--- config.mk ---
export PLATFORM = sky130hd
export DESIGN_NAME = cgc_top
export DESIGN_NICKNAME = d
export VERILOG_FILES = /design/src/hdl/cgc_pkg.sv /design/src/hdl/cgc_osc_init.sv /design/src/hdl/cgc_top.sv
export SDC_FILE = /design/constraint.sdc
export NUM_CORES = 1
export LEC_CHECK = 0
export BUFFER_PORTS_ARGS = -buffer_cell sky130_fd_sc_hd__buf_4
export CAP_MARGIN = 20
export CORE_ASPECT_RATIO = 1.25
export CORE_MARGIN = 2
export CORE_UTILIZATION = 29
export CTS_BUF_LIST = sky130_fd_sc_hd__clkbuf_4 sky130_fd_sc_hd__clkbuf_8
export DETAILED_ROUTE_END_ITERATION = 8
export SYNTH_ARGS = -nofsm -noshare
export SYNTH_HDL_FRONTEND = slang
export SYNTH_SLANG_ARGS = --single-unit
--- constraint.sdc ---
create_clock -name clock_i -period 4.25 [get_ports clock_i]
set_input_delay 0.2125 -clock clock_i [delete_from_list [all_inputs] [get_ports clock_i]]
set_output_delay 0.2125 -clock clock_i [all_outputs]
set_load 0.05 [all_outputs]
--- src/hdl/cgc_pkg.sv ---
package cgc_pkg;
    // Register offsets on the plain register port
    localparam logic [2:0] CGC_ADDR_STATUS_CONTROL = 3'h0;
    localparam logic [2:0] CGC_ADDR_CONTROL_THREE  = 3'h1;
    localparam logic [2:0] CGC_ADDR_MODE           = 3'h2;
    localparam logic [2:0] CGC_ADDR_IRQ_STATUS     = 3'h3;
    localparam logic [2:0] CGC_ADDR_IRQ_MASK       = 3'h4;

    // Status and control field positions
    localparam int CGC_SC_LOCK_LOSS  = 7;
    localparam int CGC_SC_OSC_READY  = 1;
    localparam int CGC_SC_FINE_TRIM  = 0;

    // Control three field positions
    localparam int CGC_C3_LOCK_LOSS_IRQ_ENABLE      = 7;
    localparam int CGC_C3_PLL_SEL    = 6;
    localparam int CGC_C3_CLK_MON    = 5;
    localparam int CGC_C3_DIV_EN     = 4;

    // Mode register field positions
    localparam int CGC_MD_EXT_EN     = 3;
    localparam int CGC_MD_OSC_SEL    = 4;
    localparam int CGC_MD_RANGE      = 5;

    // Interrupt status bit positions
    localparam int CGC_IRQ_LOCK_LOSS = 0;
    localparam int CGC_IRQ_OSC_READY = 1;
    localparam int CGC_IRQ_CLK_LOSS  = 2;

    // Reset values
    localparam logic [7:0] CGC_C3_RESET   = 8'h01;
    localparam logic [7:0] CGC_MODE_RESET = 8'h00;
    localparam logic [3:0] CGC_VCO_MULT_SELECT_RESET = 4'h1;
    localparam logic       CGC_TRIM_DEBUG = 1'b0;

    // External reference divide factor
    localparam int CGC_EXTRA_DIV = 32;

    // Oscillator start-up cycles
    localparam int CGC_OSC_INIT_CYCLES = 4096;

    // Operating modes (coded in the mode register, bits 2:0)
    typedef enum logic [2:0] {
        CGC_FEI  = 3'h0,
        CGC_FEE  = 3'h1,
        CGC_FBI  = 3'h2,
        CGC_FBE  = 3'h3,
        CGC_PEE  = 3'h4,
        CGC_PBE  = 3'h5,
        CGC_BYPASSED_LOW_POWER_INT_MODE = 3'h6,
        CGC_BYPASSED_LOW_POWER_EXT_MODE = 3'h7
    } cgc_mode_t;

    function automatic logic cgc_mode_is_ext(input logic [2:0] m);
        cgc_mode_is_ext = (m == CGC_FEE) || (m == CGC_FBE) || (m == CGC_PEE) ||
                          (m == CGC_PBE) || (m == CGC_BYPASSED_LOW_POWER_EXT_MODE);
    endfunction
endpackage

--- src/hdl/cgc_osc_init.sv ---
`timescale 1ns/1ns
// Counts oscillator start-up cycles and holds the ready flag
module cgc_osc_init
    import cgc_pkg::*;
(
    input  wire logic clock_i,
    input  wire logic resetn_i,
    input  wire logic req_i,
    input  wire logic clear_i,
    output logic      ready_o
);
    localparam int CW = $clog2(CGC_OSC_INIT_CYCLES + 1);
    localparam logic [CW-1:0] LAST = CW'(CGC_OSC_INIT_CYCLES - 1);

    logic [CW-1:0] cnt_r;

    always_ff @(posedge clock_i or negedge resetn_i) begin
        if (!resetn_i) begin
            cnt_r <= '0;
        end else if (clear_i || !req_i) begin
            cnt_r <= '0;
        end else if (cnt_r != LAST) begin
            cnt_r <= cnt_r + 1'b1;
        end
    end

    always_ff @(posedge clock_i or negedge resetn_i) begin
        if (!resetn_i) begin
            ready_o <= 1'b0;
        end else if (clear_i) begin
            ready_o <= 1'b0;
        end else if (req_i && cnt_r == LAST) begin
            ready_o <= 1'b1;
        end
    end
endmodule

--- src/hdl/cgc_top.sv ---
// The implementer's own choices: strobed register access and the register offsets.
`timescale 1ns/1ns
module cgc_top
    import cgc_pkg::*;
(
    input  wire logic       clock_i,
    input  wire logic       resetn_i,
    input  wire logic [2:0] addr_i,
    input  wire logic [7:0] wdata_i,
    input  wire logic       wr_i,
    input  wire logic       rd_i,
    output logic      [7:0] rdata_o,
    input  wire logic       factory_trim_i,
    input  wire logic       debug_mode_i,
    input  wire logic       lock_lost_i,
    input  wire logic       ext_clk_lost_i,
    output logic            irq_o,
    output logic            fine_trim_bit_o,
    output logic            pll_enable_o,
    output logic            fll_enable_o,
    output logic            fll_ref_extra_ref_div_enable_o,
    output logic      [5:0] vco_mult_o,
    output logic            osc_enable_o,
    output logic            reset_req_o
);
    logic       lock_loss_sticky_r;
    logic       fine_trim_bit_r;
    logic       trim_loaded_r;
    logic       lock_loss_irq_enable_r;
    logic       pll_select_r;
    logic       clock_monitor_enable_r;
    logic       extra_ref_div_enable_r;
    logic [3:0] vco_mult_select_r;
    logic [7:0] mode_r;
    logic [2:0] irq_status_r;
    logic [2:0] irq_mask_r;
    logic       osc_ready_flag;
    logic       osc_ready_d_r;
    logic       osc_req;
    logic       osc_clr;
    logic       ext_ref_clk_enable;
    logic       ext_osc_select;
    logic       range_hi;
    logic [2:0] mode_sel;
    logic [2:0] irq_set;
    logic       wr_sc;
    logic       wr_c3;
    logic       wr_mode;
    logic       wr_ist;
    logic       wr_msk;
    logic [7:0] rdata_nxt;

    function automatic logic [5:0] vco_mult(input logic [3:0] code);
        if (code == 4'h0) begin
            vco_mult = 6'h00;
        end else if (code > 4'ha) begin
            vco_mult = 6'h28;
        end else begin
            vco_mult = {code, 2'b00};
        end
    endfunction

    assign wr_sc   = wr_i && addr_i == CGC_ADDR_STATUS_CONTROL;
    assign wr_c3   = wr_i && addr_i == CGC_ADDR_CONTROL_THREE;
    assign wr_mode = wr_i && addr_i == CGC_ADDR_MODE;
    assign wr_ist  = wr_i && addr_i == CGC_ADDR_IRQ_STATUS;
    assign wr_msk  = wr_i && addr_i == CGC_ADDR_IRQ_MASK;

    assign mode_sel           = mode_r[2:0];
    assign ext_ref_clk_enable = mode_r[CGC_MD_EXT_EN];
    assign ext_osc_select     = mode_r[CGC_MD_OSC_SEL];
    assign range_hi           = mode_r[CGC_MD_RANGE];

    assign osc_req = ext_osc_select && (ext_ref_clk_enable || cgc_mode_is_ext(mode_sel));
    assign osc_clr = !ext_osc_select ||
                     (!ext_ref_clk_enable && (mode_sel == CGC_FEI || mode_sel == CGC_FBI ||
                                              mode_sel == CGC_BYPASSED_LOW_POWER_INT_MODE));

    cgc_osc_init u_osc (
        .clock_i  (clock_i),
        .resetn_i (resetn_i),
        .req_i    (osc_req),
        .clear_i  (osc_clr),
        .ready_o  (osc_ready_flag)
    );

    always_ff @(posedge clock_i or negedge resetn_i) begin
        if (!resetn_i) begin
            mode_r <= CGC_MODE_RESET;
        end else if (wr_mode) begin
            mode_r <= wdata_i;
        end
    end

    // sticky set wins over write-one clear
    always_ff @(posedge clock_i or negedge resetn_i) begin
        if (!resetn_i) begin
            lock_loss_sticky_r <= 1'b0;
        end else if (lock_lost_i) begin
            lock_loss_sticky_r <= 1'b1;
        end else if (wr_sc && wdata_i[CGC_SC_LOCK_LOSS]) begin
            lock_loss_sticky_r <= 1'b0;
        end
    end

    // factory or debug load just after reset release
    always_ff @(posedge clock_i or negedge resetn_i) begin
        if (!resetn_i) begin
            trim_loaded_r   <= 1'b0;
            fine_trim_bit_r <= CGC_TRIM_DEBUG;
        end else if (!trim_loaded_r) begin
            trim_loaded_r   <= 1'b1;
            fine_trim_bit_r <= debug_mode_i ? CGC_TRIM_DEBUG : factory_trim_i;
        end else if (wr_sc) begin
            fine_trim_bit_r <= wdata_i[CGC_SC_FINE_TRIM];
        end
    end

    always_ff @(posedge clock_i or negedge resetn_i) begin
        if (!resetn_i) begin
            lock_loss_irq_enable_r <= CGC_C3_RESET[CGC_C3_LOCK_LOSS_IRQ_ENABLE];
        end else if (wr_c3) begin
            lock_loss_irq_enable_r <= wdata_i[CGC_C3_LOCK_LOSS_IRQ_ENABLE];
        end
    end

    always_ff @(posedge clock_i or negedge resetn_i) begin
        if (!resetn_i) begin
            pll_select_r <= CGC_C3_RESET[CGC_C3_PLL_SEL];
        end else if (wr_c3) begin
            pll_select_r <= wdata_i[CGC_C3_PLL_SEL];
        end
    end

    always_ff @(posedge clock_i or negedge resetn_i) begin
        if (!resetn_i) begin
            clock_monitor_enable_r <= CGC_C3_RESET[CGC_C3_CLK_MON];
        end else if (wr_c3) begin
            clock_monitor_enable_r <= wdata_i[CGC_C3_CLK_MON];
        end
    end

    always_ff @(posedge clock_i or negedge resetn_i) begin
        if (!resetn_i) begin
            vco_mult_select_r <= CGC_VCO_MULT_SELECT_RESET;
        end else if (wr_c3) begin
            vco_mult_select_r <= wdata_i[3:0];
        end
    end

    always_ff @(posedge clock_i or negedge resetn_i) begin
        if (!resetn_i) begin
            extra_ref_div_enable_r <= CGC_C3_RESET[CGC_C3_DIV_EN];
        end else if (wr_c3 && !pll_select_r) begin
            extra_ref_div_enable_r <= wdata_i[CGC_C3_DIV_EN];
        end
    end

    // Interrupt events: lock loss, oscillator ready rise, clock loss
    always_ff @(posedge clock_i or negedge resetn_i) begin
        if (!resetn_i) begin
            osc_ready_d_r <= 1'b0;
        end else begin
            osc_ready_d_r <= osc_ready_flag;
        end
    end

    assign irq_set[CGC_IRQ_LOCK_LOSS] = lock_lost_i;
    assign irq_set[CGC_IRQ_OSC_READY] = osc_ready_flag && !osc_ready_d_r;
    assign irq_set[CGC_IRQ_CLK_LOSS]  = ext_clk_lost_i;

    generate
        for (genvar i = 0; i < 3; i++) begin : g_ist
            always_ff @(posedge clock_i or negedge resetn_i) begin
                if (!resetn_i) begin
                    irq_status_r[i] <= 1'b0;
                end else if (irq_set[i]) begin
                    irq_status_r[i] <= 1'b1;
                end else if (wr_ist && wdata_i[i]) begin
                    irq_status_r[i] <= 1'b0;
                end
            end
        end
    endgenerate

    always_ff @(posedge clock_i or negedge resetn_i) begin
        if (!resetn_i) begin
            irq_mask_r <= 3'h0;
        end else if (wr_msk) begin
            irq_mask_r <= wdata_i[2:0];
        end
    end

    // lock-loss request needs enable and flag
    always_ff @(posedge clock_i or negedge resetn_i) begin
        if (!resetn_i) begin
            irq_o <= 1'b0;
        end else begin
            // Lock-loss status bit only counts while its enable is set
            irq_o <= (lock_loss_irq_enable_r && lock_loss_sticky_r) ||
                     (|(irq_status_r & irq_mask_r & {2'b11, lock_loss_irq_enable_r}));
        end
    end

    always_ff @(posedge clock_i or negedge resetn_i) begin
        if (!resetn_i) begin
            reset_req_o <= 1'b0;
        end else begin
            reset_req_o <= clock_monitor_enable_r && ext_clk_lost_i;
        end
    end

    always_ff @(posedge clock_i or negedge resetn_i) begin
        if (!resetn_i) begin
            pll_enable_o <= 1'b0;
        end else begin
            pll_enable_o <= pll_select_r;
        end
    end

    always_ff @(posedge clock_i or negedge resetn_i) begin
        if (!resetn_i) begin
            fll_enable_o <= 1'b1;
        end else begin
            fll_enable_o <= !pll_select_r;
        end
    end

    // divide by 32 only at high range
    always_ff @(posedge clock_i or negedge resetn_i) begin
        if (!resetn_i) begin
            fll_ref_extra_ref_div_enable_o <= 1'b0;
        end else begin
            fll_ref_extra_ref_div_enable_o <= range_hi && extra_ref_div_enable_r;
        end
    end

    always_ff @(posedge clock_i or negedge resetn_i) begin
        if (!resetn_i) begin
            vco_mult_o <= 6'h00;
        end else begin
            vco_mult_o <= vco_mult(vco_mult_select_r);
        end
    end

    // trim bit drives the period step
    always_ff @(posedge clock_i or negedge resetn_i) begin
        if (!resetn_i) begin
            fine_trim_bit_o <= CGC_TRIM_DEBUG;
        end else begin
            fine_trim_bit_o <= fine_trim_bit_r;
        end
    end

    always_ff @(posedge clock_i or negedge resetn_i) begin
        if (!resetn_i) begin
            osc_enable_o <= 1'b0;
        end else begin
            osc_enable_o <= osc_req;
        end
    end

    always_comb begin
        rdata_nxt = 8'h00;
        unique case (addr_i)
            CGC_ADDR_STATUS_CONTROL: begin
                rdata_nxt[CGC_SC_LOCK_LOSS] = lock_loss_sticky_r;
                rdata_nxt[CGC_SC_OSC_READY] = osc_ready_flag;
                rdata_nxt[CGC_SC_FINE_TRIM] = fine_trim_bit_r;
            end
            CGC_ADDR_CONTROL_THREE: begin
                rdata_nxt = {lock_loss_irq_enable_r, pll_select_r, clock_monitor_enable_r,
                             extra_ref_div_enable_r, vco_mult_select_r};
            end
            CGC_ADDR_MODE:       rdata_nxt = mode_r;
            CGC_ADDR_IRQ_STATUS: rdata_nxt = {5'h00, irq_status_r};
            CGC_ADDR_IRQ_MASK:   rdata_nxt = {5'h00, irq_mask_r};
            default:             rdata_nxt = 8'h00;
        endcase
    end

    always_ff @(posedge clock_i or negedge resetn_i) begin
        if (!resetn_i) begin
            rdata_o <= 8'h00;
        end else if (rd_i) begin
            rdata_o <= rdata_nxt;
        end else begin
            rdata_o <= 8'h00;
        end
    end
endmodule

After elaboration in Yosys (flattened, before gate mapping)
Cells that the tools add are included.
{"block": "totals", "reg_bits": 61, "latchBits": 0, "ram_bits": 0, "memories": 0, "mem_bits_ro": 0, "wordCells": 106}
{"block": "op_classes", "n_reduce_logical": 42, "n_shift": 0, "n_eq_ne": 14, "magnitude_cmp": 1, "muxes": 21, "addsub": 1, "bitwise": 2, "multipliers": 0, "n_div": 0}
{"op": "13-bit 2-to-1 mux", "count": 2}
{"op": "5-bit one-hot mux with 4 select lines", "count": 1}
{"op": "1-bit logical AND", "count": 17}
{"op": "3-bit equality test (second input constant)", "count": 5}
{"op": "13-bit by 1-bit adder with 13-bit output (second input constant)", "count": 1}
{"op": "13-bit by 12-bit equality test with 1-bit output (second input constant)", "count": 1}
{"op": "1-bit 2-to-1 mux", "count": 13}
{"op": "13-bit by 12-bit inequality test with 1-bit output (second input constant)", "count": 1}
{"op": "3-bit by 2-bit equality test with 1-bit output (second input constant)", "count": 4}
{"op": "6-bit 2-to-1 mux", "count": 2}
{"op": "2-bit nonzero test", "count": 6}
{"op": "1-bit logical OR", "count": 10}
{"op": "2-bit one-hot mux with 5 select lines", "count": 1}
{"op": "8-bit 2-to-1 mux", "count": 1}
{"op": "3-bit bitwise AND", "count": 2}
{"op": "3-bit by 1-bit equality test with 1-bit output (second input constant)", "count": 2}
{"op": "3-bit logical NOT", "count": 2}
{"op": "1-bit logical NOT", "count": 5}
{"op": "4-bit greater-than comparator (second input constant)", "count": 1}
{"op": "4-bit logical NOT", "count": 1}
{"op": "1-bit one-hot mux with 3 select lines", "count": 1}
{"op": "3-bit OR reduction", "count": 1}
{"op": "2-bit by 1-bit inequality test with 1-bit output (second input constant)", "count": 1}

Depth between registers and ports, before layout
{"block": "depth", "word_depth": 10, "ltp_mapped": 6, "depth_no_buf": 5}

Hierarchy
Synthesis repeated with hierarchy kept, for this count alone.
{"block": "unflattened", "hier_cells": 219, "hier_area_um2": 2638.8}
{"mod": "cgc_top", "seq_area_each_um2": 1128.6, "area_per_inst_um2": 1880.6, "cells_each": 141, "instances": 1}
{"mod": "cgc_osc_init", "seq_area_each_um2": 350.3, "area_per_inst_um2": 758.2, "cells_each": 78, "instances": 1}

Worst setup path after synthesis
No wires, ideal clock.
{"block": "synth_timing", "kind": "reg2reg", "startpoint": "register u_osc.cnt_r[0]", "endpoint": "register u_osc.cnt_r[0]", "arrival_time_ps": 1589, "setup_time_ps": 132, "path_buffers": 1, "slack_ps": 2529, "path_stages_with_launch": 7, "path_cell_list": "dfrtp_1 -> ha_1 -> nand3_1 -> or4_4 -> buf_6 -> xnor2_2 -> nor2_1"}
{"block": "synth_between", "elab_chain_cells": 3, "elab_cells_between_ends": 5}
{"item": "from (decl)", "line_no": "cgc_osc_init.sv:15", "source": "logic [CW-1:0] cnt_r;"}
{"item": "from (signal assigned)", "line_no": "cgc_osc_init.sv:23", "source": "cnt_r <= cnt_r + 1'b1;"}
{"item": "13-bit by 1-bit adder with 13-bit output", "line_no": "cgc_osc_init.sv:23"}
{"item": "13-bit 2-to-1 mux", "line_no": "cgc_osc_init.sv:22", "source": "end else if (cnt_r != LAST) begin"}
{"item": "13-bit 2-to-1 mux", "line_no": "cgc_osc_init.sv:20", "source": "end else if (clear_i || !req_i) begin"}
Parallel ways exist; a longest one is shown, timed or not. The select of a mux whose other input is x is not followed.
A chain may end at the register's enable or synchronous reset.

Worst setup path in the final report
{"block": "layout_timing", "startpoint": "register u_osc.cnt_r[0]", "endpoint": "register u_osc.cnt_r[1]"}
Same word-level chain as after synthesis.

==> results.md <==
- Status: complete, no violations
- Max layer used: met4
- Final Wtd Congestion: approximately 0.74
- DRC Markers: 0
- Final setup TNS: 0 ns
- RSZ-0062 raised after global routing: false
- Total Nets Final: between 200 and 300
- Met1 Routed Length: slightly above 2 mm
- Avg WL per Cell: between 10 and 15 um
- Metal2 WL: 2.68 mm
- Final max-slew violation count: 0
- Vias in the first global route: ~1700
- FF-to-FF End: u_osc.cnt_r[1]$_DFFE_PN0P_
- Fin crit period: approximately 1.8 ns
- I/O pins: 40
- Hold Path Stages: 2
- CP Data Required Time: between 4 and 5 ns
- Chip width: 86.8 um
- Mapped Cells: 200
- Synth area leader: dfrtp_1
- CP arrival: 2.08 ns
- Max_cap viols: 0
- # diodes: 0
- Non-Filler Instances: 344
- Most area-consuming cells after synthesis: dfrtp_1 (57%), mux2_2 (8.2%), a21oi_1 (2.2%), dfstp_2 (2.1%), a22oi_1 (1.8%)
- Final Cycle Share: between 40% and 50%
- Final Instance Area: ~3100 um2
- Kind of critical path: flip-flop to flip-flop
- Yosys warns: 0
- Number of CTS-inserted buffers: 9
- Synth unique cells: between 40 and 50
- Number of DRC markers in iteration 0: a little under 80
- CP Capture Type: flip-flop
- H-tree lvl count: 3
- Hpwl dp: 3.58 mm
- Crit-path slowest cell: or4_4
- Clock sink count: 59
- Most frequent cells in the layout: dfrtp_1 (57), buf_4 (38), mux2_2 (18), nor2_1 (12), a21oi_1 (11)
- Final setup fails: 0
- Final Skew: 0.00791 ns
- Crit path largest cell delay: ~0.64 ns
- Share of cells above drive strength 1: about a third
- Fmax: about 540 MHz
- Number of filler cells placed in the layout: roughly 810
- Commonest non-fill, non-tap cell in the layout: dfrtp_1
- Crit-path cells: ha_1, nand3_1, or4_4, mux2i_1, nor2_1
- Met3 wire length: between 150 and 200 um
- Syn avg cell area: 12.4 um2
- PortBufs: 37
- Crit-path max FO: 11
- Starting Density: roughly 30%
- Std-Cell Core Area: between 8000 and 9000 um2
- Yosys top cell area share: 57.4%
- R2r worst-path depth: 5
- Routed Antenna Nets: 0
- Yosys reg bits: 59
- Worst Hold Path EP: irq_status_r[0]$_DFFE_PN0P_
- R2r setup slk: 2.41 ns
- Global-route wire length before repair: around 8.3 mm
- Startpoint types: flip-flop
- Async SR Flop Fraction: 100%
- Placed Area: ~2800 um2
- Post-Route WL: about 5.0 mm
- Most used DFF post-synth: dfrtp_1
- Cell Pwr Density: around 530 nW/um2
- Total track usage: 12.0%
- Syn-to-layout area delta: 24.7%
- CTS root buf: clkbuf_8
- Row cnt: 37
- Final hold slack: 0.0575 ns
- Peak VDD IR: roughly 0.14 mV
- Clk slew on worst S/H paths: 0.07 ns
- Post-synthesis cell area: roughly 2500 um2
- Grt ovf: 0
- Lkg Pwr: 1.41 nW
- Clk buf depth: 2
- Worst Min Path Start: lock_lost_i
- RR Startpoint: u_osc.cnt_r[0]$_DFFE_PN0P_
- Antenna violations before repair: 0
- Placed Instances: around 330
- WP buf/inv: 0
- Die H: approximately 110 um
- DIE AREA: roughly 9300 um2
- Post-CTS Setup Repair Bufs: 0
- Sequential fraction of the synthesis area: approximately 60%
- Final Hold Fails: 0
- Delay-heaviest family, CP: simple AND/OR/NAND/NOR gates
- Slew @ Worst Pin: 0.725 ns
- Via count: between 1500 and 2000
- HP Class: input pin to flip-flop
- Clock Latency Late Sink: about 0.34 ns
- Worst slew margin: between 50% and 60%
- DR pass1 iterations: 4
- Vias per Instance: between 4 and 5
- CTS tree: yes
- Pin count of the biggest net entering global routing: 60
- Post-synth EDFFs: 0
timing repair:
action                    CTS  global route
hold buffers                1             0
hold endpoints to repair   57             0
resized for setup           0             0
final cells by class:
cell class / instances / area (um2) / share of cell area, %
Sequential cell: 59 / 1480 / 47.7
Timing Repair Buffer: 39 / 295 / 9.53
Inverter: 5 / 18.8 / 0.606
Multi-Input combinational cell: 128 / 933 / 30.1
Tap cell: 97 / 121 / 3.92
Clock buffer: 12 / 153 / 4.93
Clock inverter: 4 / 97.6 / 3.15
power breakdown:
group | internal, W | switching (W)
Combinational | 0.000117 | 0.000184
Sequential | 0.000643 | 0.0000547
Clock | 0.000419 | 0.000220
state kept, by name, indices dropped and copies added, names as in the netlist, 3 cells and up:
| name | flops |
|---|---|
| rdata_o | 8 |
| vco_mult_o | 4 |
| irq_mask_r | 3 |
| irq_status_r | 3 |
| vco_mult_select_r | 4 |
| mode_r | 8 |
| u_osc.cnt_r | 13 |
how the worst max path moves through the flow:
stage	startpoint	endpoint	slack, ns	depth (start not counted)
detailed placement	u_osc.cnt_r[0]$_DFFE_PN0P_	u_osc.cnt_r[1]$_DFFE_PN0P_	2.40	5
global route	u_osc.cnt_r[0]$_DFFE_PN0P_	u_osc.cnt_r[1]$_DFFE_PN0P_	2.33	5
CTS	u_osc.cnt_r[0]$_DFFE_PN0P_	u_osc.cnt_r[1]$_DFFE_PN0P_	2.40	5
finish	u_osc.cnt_r[0]$_DFFE_PN0P_	u_osc.cnt_r[1]$_DFFE_PN0P_	2.41	5
global placement	u_osc.cnt_r[0]$_DFFE_PN0P_	u_osc.cnt_r[1]$_DFFE_PN0P_	2.47	5
floorplan	u_osc.cnt_r[0]$_DFFE_PN0P_	u_osc.cnt_r[0]$_DFFE_PN0P_	2.53	6
cells by family after synthesis:
logic type,count (synthesis),synth area share [%]
mux,24,11.6
other cells,2,0.302
simple gates,58,13.0
xor+xnor,7,2.77
buf+inv,14,3.02
compound gates,35,9.22
flops,59,59.5
fa+ha+maj,1,0.504
stage by stage:
| stage | worst slack [ns] | util [%] | total power [W] |
|---|---|---|---|
| floorplan | 2.53 | - | 0.000903 |
| global placement | 2.47 | 34.2 | 0.00101 |
| detailed placement | 2.40 | 34.2 | 0.00101 |
| CTS | 2.40 | 37.4 | 0.00165 |
| global route | 2.33 | 37.4 | 0.00171 |
| finish | 2.41 | 37.4 | 0.00164 |
Yosys cell counts, types with 4 or more instances:
cell	instances
dfrtp_1	57
mux2_2	18
nor2_1	12
a21oi_1	11
nand2_1	10
a22oi_1	6
and2_1	6
nand3_1	6
o21ai_0	6
inv_1	5
xnor2_1	5
a21o_1	4
mux2i_1	4
nand2b_1	4
nor2b_1	4
nor3_1	4
worst reg2reg max path: cells and delay by family (launching register included):
family | cells | cell delay [ns]
and+or+nand+nor | 3 | 0.85
muxes | 1 | 0.18
adders and majority gates | 1 | 0.25
DFF | 1 | 0.45
per-layer routing:
layer	global-route usage [%]	vias to the layer above
li1	-	784
met1	13.9	840
met2	19.9	26
met3	3.30	9
met4	6.36	0
met5	0	-
No activity file was read; power rests on OpenSTA's default activity.
